## config.mk

```make
export PLATFORM = sky130hd
export DESIGN_NAME = lsal_status_alert
export DESIGN_NICKNAME = d
export VERILOG_FILES = /design/src/lsal_pkg.sv /design/src/lsal_fault_count.sv /design/src/lsal_power_cmp.sv /design/src/lsal_status_alert.sv
export VERILOG_INCLUDE_DIRS = /design/src /design/src/src
export SDC_FILE = /design/constraint.sdc
export NUM_CORES = 1
export LEC_CHECK = 0
export CORE_ASPECT_RATIO = 2
export CORE_MARGIN = 2
export CORE_UTILIZATION = 54
export DETAILED_ROUTE_END_ITERATION = 8
export DONT_BUFFER_PORTS = 1
export PLACE_DENSITY = 0.65
export SETUP_SLACK_MARGIN = 0.15
export SYNTH_ARGS = -nofsm -noshare
export SYNTH_HDL_FRONTEND = slang
export SYNTH_HIERARCHICAL = 1
export SYNTH_SLANG_ARGS = --single-unit
export TNS_END_PERCENT = 20
```

## constraint.sdc

```tcl
create_clock -name clock -period 4.5 [get_ports clock]
set_input_delay 0.45 -clock clock [delete_from_list [all_inputs] [get_ports clock]]
set_output_delay 0.45 -clock clock [all_outputs]
set_load 0.01 [all_outputs]
```

## src/lsal_consts.svh

```systemverilog
/*
 status and alert logic of a light sensor: reset values, range codes and fault counts.
 assumes it is included by its bare name from the modules.
*/
`ifndef LSAL_CONSTS_SVH
`define LSAL_CONSTS_SVH

// configuration register after reset: auto range, long conversion, shutdown, latched
`define LSAL_CFG_RESET 16'hc810
// range code that selects automatic range stepping
`define LSAL_AUTO_RANGE 4'hc
// lowest and highest real range codes
`define LSAL_LOW_RANGE 4'h0
`define LSAL_TOP_RANGE 4'hb
// exponent reported while masking is active
`define LSAL_MASKED_EXP 4'h0
// consecutive fault counts for each fault_repeat_count code
`define LSAL_FAULT_N1 4'h1
`define LSAL_FAULT_N2 4'h2
`define LSAL_FAULT_N4 4'h4
`define LSAL_FAULT_N8 4'h8
// field layout of a result or limit word
`define LSAL_EXP_HI 15
`define LSAL_EXP_LO 12
`define LSAL_MANT_HI 11
`define LSAL_MANT_LO 0
// limit slots in the compare loop
`define LSAL_SLOT_LOW 0
`define LSAL_SLOT_HIGH 1
`define LSAL_SLOTS 2

`endif

```

## src/lsal_pkg.sv

```systemverilog
/*
 types of the light sensor status and alert logic.
 assumes lsal_consts.svh sits on the include path.
*/
`default_nettype none

package lsal_pkg;

	typedef enum logic [1:0] {
		LSAL_MODE_OFF = 2'b00,
		LSAL_MODE_ONE = 2'b01,
		LSAL_MODE_RUN_A = 2'b10,
		LSAL_MODE_RUN_B = 2'b11
	} lsal_mode_t;

	typedef enum logic [1:0] {
		LSAL_SEQ_IDLE = 2'b00,
		LSAL_SEQ_BUSY = 2'b01
	} lsal_seq_t;

	// configuration and status register, bit 15 first
	typedef struct packed {
		logic [3:0] range_select;
		logic conv_long;
		lsal_mode_t mode;
		logic overflow_flag;
		logic conversion_done_flag;
		logic above_limit_flag;
		logic below_threshold_mark;
		logic hold_select;
		logic alert_level_select;
		logic exponent_masking;
		logic [1:0] fault_repeat_count;
	} lsal_cfg_t;

	// register access from the serial bus engine
	typedef struct packed {
		logic wr;
		logic rd;
		logic [15:0] wdata;
	} lsal_host_t;

	// request to the converter core
	typedef struct packed {
		logic start;
		logic abort;
		logic [3:0] range;
		logic long_time;
	} lsal_conv_req_t;

	// answer of the converter core
	typedef struct packed {
		logic done;
		logic overload;
		logic [11:0] mantissa;
	} lsal_conv_rsp_t;

	typedef struct packed {
		lsal_seq_t seq;
		lsal_cfg_t cfg;
		logic [3:0] cur_range;
		logic ovl_seen;
		logic [15:0] result;
		logic [15:0] rdata;
		lsal_conv_req_t req;
	} lsal_state_t;

	typedef struct packed {
		logic [3:0] count;
	} lsal_fault_state_t;

endpackage

`default_nettype wire

```

## src/lsal_fault_count.sv

```systemverilog
/*
 consecutive fault counter for one limit.
 assumes sample pulses once per finished measurement.
*/
`include "lsal_consts.svh"
`default_nettype none

module lsal_fault_count
	import lsal_pkg::*;
(
	input wire logic clock,
	input wire logic rst,
	input wire logic sample,
	input wire logic violate,
	input wire logic [3:0] need,
	output logic qualified
);

	lsal_fault_state_t s;
	lsal_fault_state_t next_s;
	logic [3:0] bumped;

	always_comb begin
		next_s = s;
		// saturates at the needed count so a long run never wraps
		bumped = (s.count < need) ? 4'(s.count + 4'h1) : s.count;
		qualified = sample && violate && (bumped >= need);
		if (sample) begin
			next_s.count = violate ? bumped : 4'h0;
		end
	end

	always_ff @(posedge clock or posedge rst) begin
		if (rst) begin
			s <= '0;
		end else begin
			s <= next_s;
		end
	end

endmodule

`default_nettype wire

```

## src/lsal_power_cmp.sv

```systemverilog
/*
 compares a measurement against a limit as linear power, mantissa shifted by exponent.
 assumes both words share the result layout: exponent on top, mantissa below.
*/
`include "lsal_consts.svh"
`default_nettype none

module lsal_power_cmp
	import lsal_pkg::*;
(
	input wire logic [15:0] meas,
	input wire logic [15:0] limit,
	output logic above,
	output logic below
);

	// wide enough for the reserved exponents too, so nothing is lost
	logic [26:0] meas_lin;
	logic [26:0] limit_lin;

	always_comb begin
		meas_lin = {15'h0, meas[`LSAL_MANT_HI:`LSAL_MANT_LO]} << meas[`LSAL_EXP_HI:`LSAL_EXP_LO];
		limit_lin = {15'h0, limit[`LSAL_MANT_HI:`LSAL_MANT_LO]} << limit[`LSAL_EXP_HI:`LSAL_EXP_LO];
		above = meas_lin > limit_lin;
		below = meas_lin < limit_lin;
	end

endmodule

`default_nettype wire

```

## src/lsal_status_alert.sv

```systemverilog
/*
 status flags, auto ranging and alert pin of a light sensor configuration register.
 assumes a serial bus engine that gives one-cycle read and write strobes, a converter
 core that reports overload during integration and pulses done with its mantissa,
 and limit words held elsewhere. the alert pin is open drain with an external pull-up.
*/
// What this block does
// - overflow flag is 1 when the conversion overloads, otherwise 0
// - overflow flag is recomputed at the end of every measurement
// - manual range: overflow may show though result is below full scale
// - auto range: overflow only when input exceeds the top range
// - overload below top range: abort, step range up, restart, then update flag
// - done flag set per conversion; cleared on read or non-shutdown write
// - above-limit flag set after enough consecutive results over high limit
// - below-limit flag set after enough consecutive results under low limit
// - the four status bits are read-only; written values for them are ignored
// - hold select 0: flags and alert track the comparison, no clearing
// - hold select 1 (reset): flags and alert stay until the host reads
// - alert level select 0 (reset): pin pulled low on an event
// - alert level select 1: pin released on an event, pull-up makes it high
// - masking on with manual range: result exponent reads as zero
// - masking changes only the reported result, not the limit compare
// - fault repeat 00/01/10/11 needs one, two, four or eight faults
// - mode 00 shutdown, 01 single then back to 00, 10 or 11 continuous
// - entering shutdown leaves done flag, limit flags and alert unchanged
// - range code 1100b selects auto ranging; chosen range goes to exponent
`include "lsal_consts.svh"
`default_nettype none

module lsal_status_alert
	import lsal_pkg::*;
(
	input wire logic clock,
	input wire logic rst,
	input wire lsal_host_t host,
	output logic [15:0] cfg_rdata,
	input wire logic [15:0] low_limit,
	input wire logic [15:0] high_limit,
	output lsal_conv_req_t conv_req,
	input wire lsal_conv_rsp_t conv_rsp,
	output logic [15:0] result_value,
	input wire logic alert_in,
	output logic alert_out,
	output logic alert_oe
);

	lsal_state_t s;
	lsal_state_t next_s;
	lsal_cfg_t wcfg;
	logic auto_mode;
	logic step_up;
	logic fire;
	logic event_on;
	logic [3:0] need;
	logic [3:0] report_exp;
	logic [15:0] meas_word;
	logic [`LSAL_SLOTS-1:0][15:0] limits;
	logic [`LSAL_SLOTS-1:0] above;
	logic [`LSAL_SLOTS-1:0] below;
	logic [`LSAL_SLOTS-1:0] violate;
	logic [`LSAL_SLOTS-1:0] qualified;

	assign wcfg = lsal_cfg_t'(host.wdata);
	assign auto_mode = s.cfg.range_select == `LSAL_AUTO_RANGE;
	assign limits[`LSAL_SLOT_LOW] = low_limit;
	assign limits[`LSAL_SLOT_HIGH] = high_limit;

	// unmasked word of the running measurement feeds the compare
	assign meas_word = {s.cur_range, conv_rsp.mantissa};

	// an overload only restarts while there is a higher range to go to
	assign step_up = auto_mode && conv_rsp.overload && (s.cur_range < `LSAL_TOP_RANGE);

	always_comb begin
		case (s.cfg.fault_repeat_count)
			2'b00: begin
				need = `LSAL_FAULT_N1;
			end
			2'b01: begin
				need = `LSAL_FAULT_N2;
			end
			2'b10: begin
				need = `LSAL_FAULT_N4;
			end
			default: begin
				need = `LSAL_FAULT_N8;
			end
		endcase
	end

	genvar i;
	generate
		for (i = 0; i < `LSAL_SLOTS; i = i + 1) begin : g_limit
			lsal_power_cmp u_cmp (
				.meas(meas_word),
				.limit(limits[i]),
				.above(above[i]),
				.below(below[i])
			);

			if (i == `LSAL_SLOT_HIGH) begin : g_high
				assign violate[i] = above[i];
			end else begin : g_low
				assign violate[i] = below[i];
			end

			lsal_fault_count u_fault (
				.clock(clock),
				.rst(rst),
				.sample(fire),
				.violate(violate[i]),
				.need(need),
				.qualified(qualified[i])
			);
		end
	endgenerate

	always_comb begin
		// exponent masking only when the range is set by hand
		if (s.cfg.exponent_masking && (s.cfg.range_select < `LSAL_AUTO_RANGE)) begin
			report_exp = `LSAL_MASKED_EXP;
		end else begin
			report_exp = s.cur_range;
		end
	end

	always_comb begin
		next_s = s;
		fire = 1'b0;
		next_s.req.start = 1'b0;
		next_s.req.abort = 1'b0;

		// host access comes first so that hardware events below win over it
		if (host.rd) begin
			next_s.rdata = s.cfg;
			next_s.cfg.conversion_done_flag = 1'b0;
			if (s.cfg.hold_select) begin
				next_s.cfg.above_limit_flag = 1'b0;
				next_s.cfg.below_threshold_mark = 1'b0;
			end
		end
		if (host.wr) begin
			// status positions of the written word are dropped
			next_s.cfg.range_select = wcfg.range_select;
			next_s.cfg.conv_long = wcfg.conv_long;
			next_s.cfg.mode = wcfg.mode;
			next_s.cfg.hold_select = wcfg.hold_select;
			next_s.cfg.alert_level_select = wcfg.alert_level_select;
			next_s.cfg.exponent_masking = wcfg.exponent_masking;
			next_s.cfg.fault_repeat_count = wcfg.fault_repeat_count;
			if (wcfg.mode != LSAL_MODE_OFF) begin
				next_s.cfg.conversion_done_flag = 1'b0;
			end
		end

		case (s.seq)
			LSAL_SEQ_IDLE: begin
				if (s.cfg.mode != LSAL_MODE_OFF) begin
					next_s.seq = LSAL_SEQ_BUSY;
					next_s.cur_range = auto_mode ? `LSAL_LOW_RANGE : s.cfg.range_select;
					next_s.ovl_seen = 1'b0;
					next_s.req.start = 1'b1;
				end
			end
			LSAL_SEQ_BUSY: begin
				if (s.cfg.mode == LSAL_MODE_OFF) begin
					// shutdown stops the converter and touches no flag
					next_s.seq = LSAL_SEQ_IDLE;
					next_s.req.abort = 1'b1;
				end else if (step_up) begin
					next_s.cur_range = 4'(s.cur_range + 4'h1);
					next_s.ovl_seen = 1'b0;
					next_s.req.abort = 1'b1;
					next_s.req.start = 1'b1;
				end else if (conv_rsp.done) begin
					fire = 1'b1;
					next_s.ovl_seen = 1'b0;
					// a manual range keeps a transient overload even if the result fits
					next_s.cfg.overflow_flag = s.ovl_seen | conv_rsp.overload;
					next_s.cfg.conversion_done_flag = 1'b1;
					next_s.result = {report_exp, conv_rsp.mantissa};
					if (s.cfg.mode == LSAL_MODE_ONE) begin
						next_s.cfg.mode = LSAL_MODE_OFF;
						next_s.seq = LSAL_SEQ_IDLE;
					end else begin
						next_s.cur_range = auto_mode ? `LSAL_LOW_RANGE : s.cfg.range_select;
						next_s.req.start = 1'b1;
					end
				end else if (conv_rsp.overload) begin
					next_s.ovl_seen = 1'b1;
				end
			end
			default: begin
				next_s.seq = LSAL_SEQ_IDLE;
			end
		endcase

		// the converter always sees the range that the request carries
		next_s.req.range = next_s.cur_range;
		next_s.req.long_time = s.cfg.conv_long;

		if (fire) begin
			if (s.cfg.hold_select) begin
				// a set in the cycle of a clearing read still wins
				if (qualified[`LSAL_SLOT_HIGH]) begin
					next_s.cfg.above_limit_flag = 1'b1;
				end
				if (qualified[`LSAL_SLOT_LOW]) begin
					next_s.cfg.below_threshold_mark = 1'b1;
				end
			end else begin
				next_s.cfg.above_limit_flag = qualified[`LSAL_SLOT_HIGH];
				next_s.cfg.below_threshold_mark = qualified[`LSAL_SLOT_LOW];
			end
		end
	end

	always_ff @(posedge clock or posedge rst) begin
		if (rst) begin
			s.seq <= LSAL_SEQ_IDLE;
			s.cfg <= lsal_cfg_t'(`LSAL_CFG_RESET);
			s.cur_range <= `LSAL_LOW_RANGE;
			s.ovl_seen <= 1'b0;
			s.result <= 16'h0000;
			s.rdata <= 16'h0000;
			s.req <= '0;
		end else begin
			s <= next_s;
		end
	end

	// the pin follows the flags, so both hold styles carry over to it
	assign event_on = s.cfg.above_limit_flag | s.cfg.below_threshold_mark;

	// open drain: the device only ever pulls low; the pin level is not read back
	assign alert_out = 1'b0;
	assign alert_oe = s.cfg.alert_level_select ? ~event_on : event_on;

	assign cfg_rdata = s.rdata;
	assign result_value = s.result;
	assign conv_req = s.req;

endmodule

`default_nettype wire

```

# After elaboration in Yosys (flattened, before gate mapping)
# Index checks and enable logic that the tools add are counted.
# op_classes
order_cmp	8
n_addsub	3
shifts	3
eq_ne	13
n_div	0
bitwise	5
mul	0
n_reduce_logical	17
muxes	51
# op_table
operator	count
<< shifter 12 x 4 -> 27 bit	3
2-to-1 mux 4 bit	12
2-to-1 mux 16 bit	2
greater-than comparator 27 bit	1
< comparator 27 bit	1
2-to-1 mux 21 bit	1
2-to-1 mux 2 bit	10
2-to-1 mux 1 bit	19
!= test 3 bit (second input constant)	5
adder 4 x 1 -> 4 bit (second input constant)	3
one-hot mux 4 bit (3 select lines)	1
AND reduction 4 bit	3
2-to-1 mux 5 bit	2
one-hot mux 5 bit (2 select lines)	1
>= comparator 4 bit	2
< comparator 4 bit	2
< comparator 4 bit (second input constant)	2
logical AND 1 bit	7
== test 2 x 1 -> 1 bit (second input constant)	3
zero test 2 bit	3
nonzero test 2 bit	3
AND reduction 5 bit	1
== test 4 bit (second input constant)	1
!= test 2 bit (second input constant)	2
other kinds (7)	10
# totals
latchBits	0
mem_bits_ro	0
memories	0
ram_bits	0
wordCells	121
ff_bits	66
output_inout_bits	41

# Logic depth before layout (Yosys ltp)
# Gate-level depths: netlist (run 1).
# logic_depth
ltp_word	11
mapped_depth	16

# By module
# The synthesis (run 1) kept the hierarchy.
# by_module_without_submodules
mod	seq_area_each_um2	cells_per_inst	n_inst	area_each_um2
lsal_power_cmp	0.0	244	2	1835.5
lsal_status_alert	1431.4	223	1	2701.3
lsal_fault_count	100.1	48	2	424.2

# Worst setup path before layout (run 1)
# No wires, ideal clock.
# synth_path
kind	flip-flop to flip-flop
from	register conv_req[1] (netlist name)
to	register g_limit[1].u_fault/s[3] (netlist bit)
required_time_ps	4410
path_stages_with_launch	17
setup_time_ps	90
t_arrival_ps	3492
setup_slack_ps	917
path_buffers	2
synth_period_minus_slack_ps	3583
path_cell_list	dfrtp_1 -> buf_2 -> buf_2 -> mux2_2 -> nand2_1 -> nor2_1 -> a21oi_1 -> nor2_1 -> ha_1 -> nand4_1 -> nor4_1 -> nand2_1 -> o2111a_1 -> nor2_1 -> nand2_1 -> or4_1 -> o221ai_1
# synth_lines
element	line	text
end signal, assigned	lsal_fault_count.sv:37	s <= next_s;
end, declared	lsal_fault_count.sv:19	lsal_fault_state_t s;

==> results of run 1 <==
==> sequential cells by signal (all words and copies together), names as in the netlist <==
signal / count
next_s: 1
result_value: 16
conv_req: 7
cfg_rdata: 16
g_limit.u_fault/s: 8
s: 17
==> layer usage <==
layer	global-route usage	up-vias	part of all wire
li1	-	2794	-
met1	0.249	2783	0.34
met2	0.483	188	0.57
met3	0.0448	44	0.054
met4	0.110	0	0.037
met5	0	-	0
==> placed cells by master (no fill, tap or decap), drive strengths merged, types with 5 or more instances in the layout <==
cell	n
a21oi	43
nand3b	5
nor3b	6
nand4	8
clkinv	5
o22ai	8
ha	71
xnor2	7
buf	14
o21ai	47
mux4	22
o211ai	7
mux2i	46
o21a	5
nor2	63
mux2	71
clkbuf	13
nor3	10
nand2b	7
nand3	20
a211oi	8
a22oi	16
inv	35
nand2	87
dfrtp	61
or2	6
nor2b	10
==> layout make-up <==
cell class | count | area (µm²) | share of cell area
timing repair buffer | 15 | 119 | 0.0163
sequential | 65 | 1640 | 0.224
clock buffer | 13 | 250 | 0.0343
multi-input combinational | 622 | 4930 | 0.677
tap | 152 | 190 | 0.0261
inverter | 37 | 141 | 0.0194
clock inverter | 3 | 18.8 | 0.00257
==> report_power, final <==
| group | leakage [nW] | internal [mW] | switching [mW] |
|---|---|---|---|
| Sequential | 0.784 | 0.724 | 0.213 |
| Combinational | 2.23 | 0.854 | 1.00 |
| Clock | 0.134 | 0.386 | 0.238 |
| Total | 3.15 | 1.96 | 1.45 |
==> critical path: cells and delay by family, from the launching register on <==
family | cells | cell delay, ps
compound gates | 5 | 1170
fa+ha+maj | 1 | 320
buf+inv | 1 | 210
flops | 1 | 560
simple gates | 4 | 840
mux | 2 | 820
==> final timing paths <==
check                            startpoint                 endpoint  slack, ps  depth (start not counted)
worst max-delay path            conv_req[1]  g_limit[0].u_fault/s[3]        490                         13
worst min-delay path                    rst             cfg_rdata[0]        190                          2
worst max register to register  conv_req[1]  g_limit[0].u_fault/s[3]        490                         13
worst min register to register    next_s[0]              conv_req[0]        410                          0
max in group asynchronous               rst              conv_req[1]       3760                          2
min in group clock                 host[17]                    s[54]        220                          1
==> stage by stage <==
stage	util	power, mW	area, µm²
after global routing	0.561	3.70	7290
after global placement	0.538	2.70	6990
after detailed placement	0.538	2.76	6990
after floorplan	-	2.48	7210
after CTS	0.560	3.41	7270
final	0.561	3.41	7290
==> repair_timing <==
action,4_1_cts,5_1_grt
resized for setup,0,2
hold buffers,1,0
setup endpoints to repair,0,5
setup buffers,0,1
endpoints found under the hold margin,8,0
==> results.txt, run 1 <==
The part of the cycle the worst path needs is 0.892. The final routed DRC violation total came out at 0. The die outline area came out at 14300 µm². The peak per-stage delay on the critical path is 560 ps.

The final number of max-transition violations is 0. After floorplanning, the core was divided into 59 placement rows. The total CTS buffers is 9. The critical path in this run is classified as reg2reg. The number of buffers between clock root and the deepest sink is 2.

Among all stages on the critical path, the largest delay is contributed by dfrtp_4. The post-detailed-route via-to-cell ratio came out at 6.40. The first detailed-routing pass took 5 iterations. The die is 167 µm tall. The source-to-sink clock delay at the later pin of the worst-skew pair is 330 ps. STA classifies the critical path startpoint as a register. The top-level port count is 108. The violation count after the first detailed-routing iteration came out at 305. The max-capacitance violation count came out at 0. The clock-pin transition on the worst setup and hold timing paths came out at 50 ps. The peak ir drop on the vdd network is 0.436 mV. The via count of the first global-routing pass is 6100. The layout has 1170 filler cells. The dominant cell type by count on the critical path is nand2_1.

The setup skew after layout came out at 6.22 ps. The final critical path time including I/O delays and setup came out at 4010 ps. The leakage power is 3.15 nW.

The mean area per synthesized cell is 8.96 µm². The number of placed instances with taps included is 889. The number of antenna violations at the first check in global routing is 0.

The transition time at the pin with the least slew margin came out at 890 ps. Of all nets on the critical path, the largest fanout is 13. The final number of hold-violating endpoints is 0. Setup slack on the critical path of the routed design comes to 486 ps.

The number of endpoints failing setup at the final stage is 0. The count of nets after finishing is 888. The summed instance area of the synthesized netlist is 7210 µm².

The number of nets still failing antenna checks after routing came out at 0. The number of non-filler instances in the completed layout came out at 907. The post-synthesis instance total is 804. The achievable clock frequency is 249 MHz. Summing over every cut layer, the via total after detailed routing is 5809. The count of yosys warnings during synthesis is 6.

The required arrival time at the worst endpoint is 4750 ps. The path class of the tightest hold or removal check is in2async. The CTS tree is done. The initial core utilization came out at 0.555.

The layout overhead on the synthesized area came out at 1.16%. Summed over all nets, the half-perimeter wirelength after detailed placement is 14200 µm. The critical path data arrival time came out at 4260 ps. Walking the worst path, the cells encountered are buf_6, mux4_2, mux2_2, nand2_1, o21ai_0, ha_1, nand4_1, a211oi_1, a2111oi_0, o2111a_1, nand2_1, or4_1, o221ai_1. The power density of the placed cells is 468 nW/µm². The pre-CTS worst setup slack came out at 223 ps. The synthesized net count came out at 942.

Of the cells placed in the final design, the portion with a size suffix greater than 1 is 0.196. The number of levels in the clock H-tree came out at 3. The antenna diode instance count came out at 0. The detailed-route wire length came out at 17700 µm. The setup TNS after final layout came out at 0 ps. The tightest hold path in the finished design has a slack of 185 ps. Setup repair after global routing left no endpoint under its margin. The count of input and output buffers is 0. The all-layer global routing usage is 0.250.

The flow ran to the end, and the final reports show no timing, DRC or antenna violations. The final RePlAce weighted congestion is 0.933. The average routed wire per standard cell came out at 19.5 µm.

The worst slew margin relative to its limit is 0.407. The core region is 13000 µm². The total overflow reported by the global router is 0.

The sink count of the clock tree is 65. In this run the horizontal extent of the chip is 85.7 µm. The worst setup path is captured at a register. The cell sitting at the root of the clock tree is a clkbuf_16.

The largest net degree at the start of global routing is 58. The global-route wire length before repair came out at 28700 µm.
No activity file was read; power rests on OpenSTA's default activity.
==> run 2, diff against run 1 <==
--- a/config.mk
+++ b/config.mk
@@ -12,6 +12,7 @@
 export DETAILED_ROUTE_END_ITERATION = 8
 export DONT_BUFFER_PORTS = 1
 export PLACE_DENSITY = 0.65
+export RECOVER_POWER = 25
 export SETUP_SLACK_MARGIN = 0.15
 export SYNTH_ARGS = -nofsm -noshare
 export SYNTH_HDL_FRONTEND = slang
==> results.txt, run 2 (synthesis gave the netlist of run 1 again) <==
The clock-pin transition on the worst setup and hold timing paths came out at 50 ps. The placeable core region is 13000 µm². The first-pass iteration count of the detailed router is 5. The via total after detailed routing is 5813.

The final number of max-transition violations is 58. The number of antenna violations at the first check in global routing came out at 0. In this run the worst path has a maximum fanout of 13. The die outline width is 85.7 µm. The number of placement rows came out at 59. The final worst slack came out at 504 ps. The final design area excluding fillers came out at 7290 µm². IR analysis of the VDD net gives a maximum drop of 0.436 mV. The achievable clock frequency is 250 MHz.

s holds more flip-flops than any other register. The source-to-sink clock delay at the later pin of the worst-skew pair is 330 ps. The via count of the first global-routing pass came to 6100. The transition time at the pin with the least slew margin is 2940 ps. The path class of the tightest hold or removal check is in2reg. The classification of the worst setup path is reg2reg. Setup repair after global routing left no endpoint under its margin. The peak per-stage delay on the critical path is 560 ps.

The required arrival time at the worst endpoint is 4740 ps. The fraction of power consumed by sequential logic came out at 0.274. The run finished, with violations left.

Setup violations remaining at the end of the flow were counted as 0. The combinational share of power is 0.543. The cell-internal power came out at 1.96 mW. The antenna diode instance count is 0.

The pre-CTS worst setup slack is 223 ps. The part of the total power dissipated in the clock network is 0.183. Hold is met by 217 ps. Of the total power, the share spent switching nets is 0.425. Summed over all cells, the static leakage comes to 3.14 nW. Among all stages on the critical path, the largest delay is contributed by dfrtp_4. The part of the cycle the worst path needs came out at 0.888. The all-layer global routing usage came out at 0.250. The CTS tree is done.

The placed wire-length estimate after detailed placement came out at 14200 µm. In the routed design, unresolved DRC markers number 0. The net switching power came out at 1.45 mW. The count of input and output buffers is 0. The root buffer cell chosen for the clock tree is clkbuf_16. The flip-flop count of the largest register, all copies and words added came out at 17. The sink count of the clock tree is 65. The critical path goes through buf_4, mux2_2, nand2_1, nor2_1, a21oi_1, nor2_1, ha_1, nand4_1, nor4_2, nand2_1, o2111a_1, nor2_1, nand2_1, or4_1, o221ai_1. The final critical path time including I/O delays and setup is 4000 ps. In the final design database the tool counted 888 nets. Overall power consumption after layout is estimated at 3.41 mW.

During I/O placement, the number of pins put on the boundary was 108. The power density of the placed cells is 469 nW/µm². The total overflow reported by the global router came out at 0. Summing all placed instances gives a cell area of 6990 µm². The total CTS buffers is 9.

In this run the tightest slew margin relative to its limit is -0.963. The library cells used most frequently in the layout, excluding fill and tap cells, are nand2_1, ha_1, nor2_1, mux2_2, dfrtp_1. The layout overhead on the synthesized area came out at 1.11%. The number of nets still failing antenna checks after routing came out at 0. The largest net degree at the start of global routing is 58. Using the TritonRoute via totals, the vias-per-cell ratio works out to 6.41. The number of buffers between clock root and the deepest sink came out at 2. After detailed placement, the design holds a cell count of 889. The final RePlAce weighted congestion came out at 0.933. The sort of element at the end of the critical path is a register. The combined buffer and inverter count along the critical path came out at 1. The detailed-route wire length is 17700 µm. The setup TNS after final layout came out at 0 ps. The violation count after the first detailed-routing iteration came out at 301. The setup skew after layout came out at 6.20 ps. The share of cells above drive strength 1 came out at 0.189. In this run the vertical extent of the chip is 167 µm. CTS built an H-tree with a depth of 3.

The final number of hold-violating endpoints is 0. The checks that failed: capacitance limit, slew limit. The max-capacitance violation count came out at 1. Leaving out fill and tap cells, the most frequent cell in the layout is nand2_1. The core occupancy in the finished layout is 0.561.

The filler cell count in the final layout is 1171. Data arrives at the worst endpoint at 4230 ps. The first global-routing pass estimated 28700 µm of wire. STA classifies the critical path startpoint as a register. The die outline area is 14300 µm². The average routed wire per standard cell is 19.5 µm. The number of non-filler instances in the completed layout came out at 907. For this configuration, the core starts out at a cell density of 0.555.

Among cell families on the critical path, the largest total delay comes from simple AND/OR/NAND/NOR gates.
-- run 2: path summary, 6_finish.rpt --
check | endpoint | slack [ps] | from | cells after the start
worst max-delay path | g_limit[1].u_fault/s[3] | 500 | conv_req[1] | 15
worst min-delay path | s[54] | 220 | host[17] | 1
worst max register to register | g_limit[1].u_fault/s[3] | 500 | conv_req[1] | 15
worst min register to register | conv_req[0] | 420 | next_s[0] | 0
max in group asynchronous | conv_req[1] | 1280 | rst | 2
min in group asynchronous | g_limit[1].u_fault/s[0] | 490 | rst | 2
-- run 2: layout make-up --
class | count | area (µm²) | area share
sequential | 65 | 1640 | 0.224
tap | 152 | 190 | 0.0261
clock buffer | 13 | 250 | 0.0343
multi-input combinational | 622 | 4930 | 0.677
timing repair buffer | 15 | 115 | 0.0158
clock inverter | 3 | 18.8 | 0.00258
inverter | 37 | 141 | 0.0194
-- run 2: power by group through the flow --
| stage | Combinational [mW] | Clock, mW | Sequential, mW |
|---|---|---|---|
| floorplan | 1.67 | 0 | 0.811 |
| global placement | 1.75 | 0 | 0.946 |
| detailed placement | 1.81 | 0 | 0.950 |
| CTS | 1.83 | 0.638 | 0.945 |
| global route | 2.08 | 0.658 | 0.958 |
| finish | 1.85 | 0.624 | 0.936 |
-- run 2: worst register-to-register path, stage by stage (launching register included) --
cell	delay, ps
dfrtp_4	560
buf_4	230
mux2_2	370
nand2_1	110
nor2_1	50
a21oi_1	220
nor2_1	80
ha_1	310
nand4_1	140
nor4_2	410
nand2_1	130
o2111a_1	270
nor2_1	290
nand2_1	160
or4_1	490
o221ai_1	90
-- run 2: metal layers --
layer | wire length [µm] | GRT usage
met5 | 0 | 0
met2 | 10000 | 0.483
met1 | 6130 | 0.249
met3 | 909 | 0.0448
met4 | 642 | 0.110
-- run 2: what timing repair did --
action	in CTS	in global routing
hold buffers	1	0
buffers inserted	0	1
resized for setup	0	2
endpoints found under the hold margin	8	0
endpoints found under the setup margin	0	5
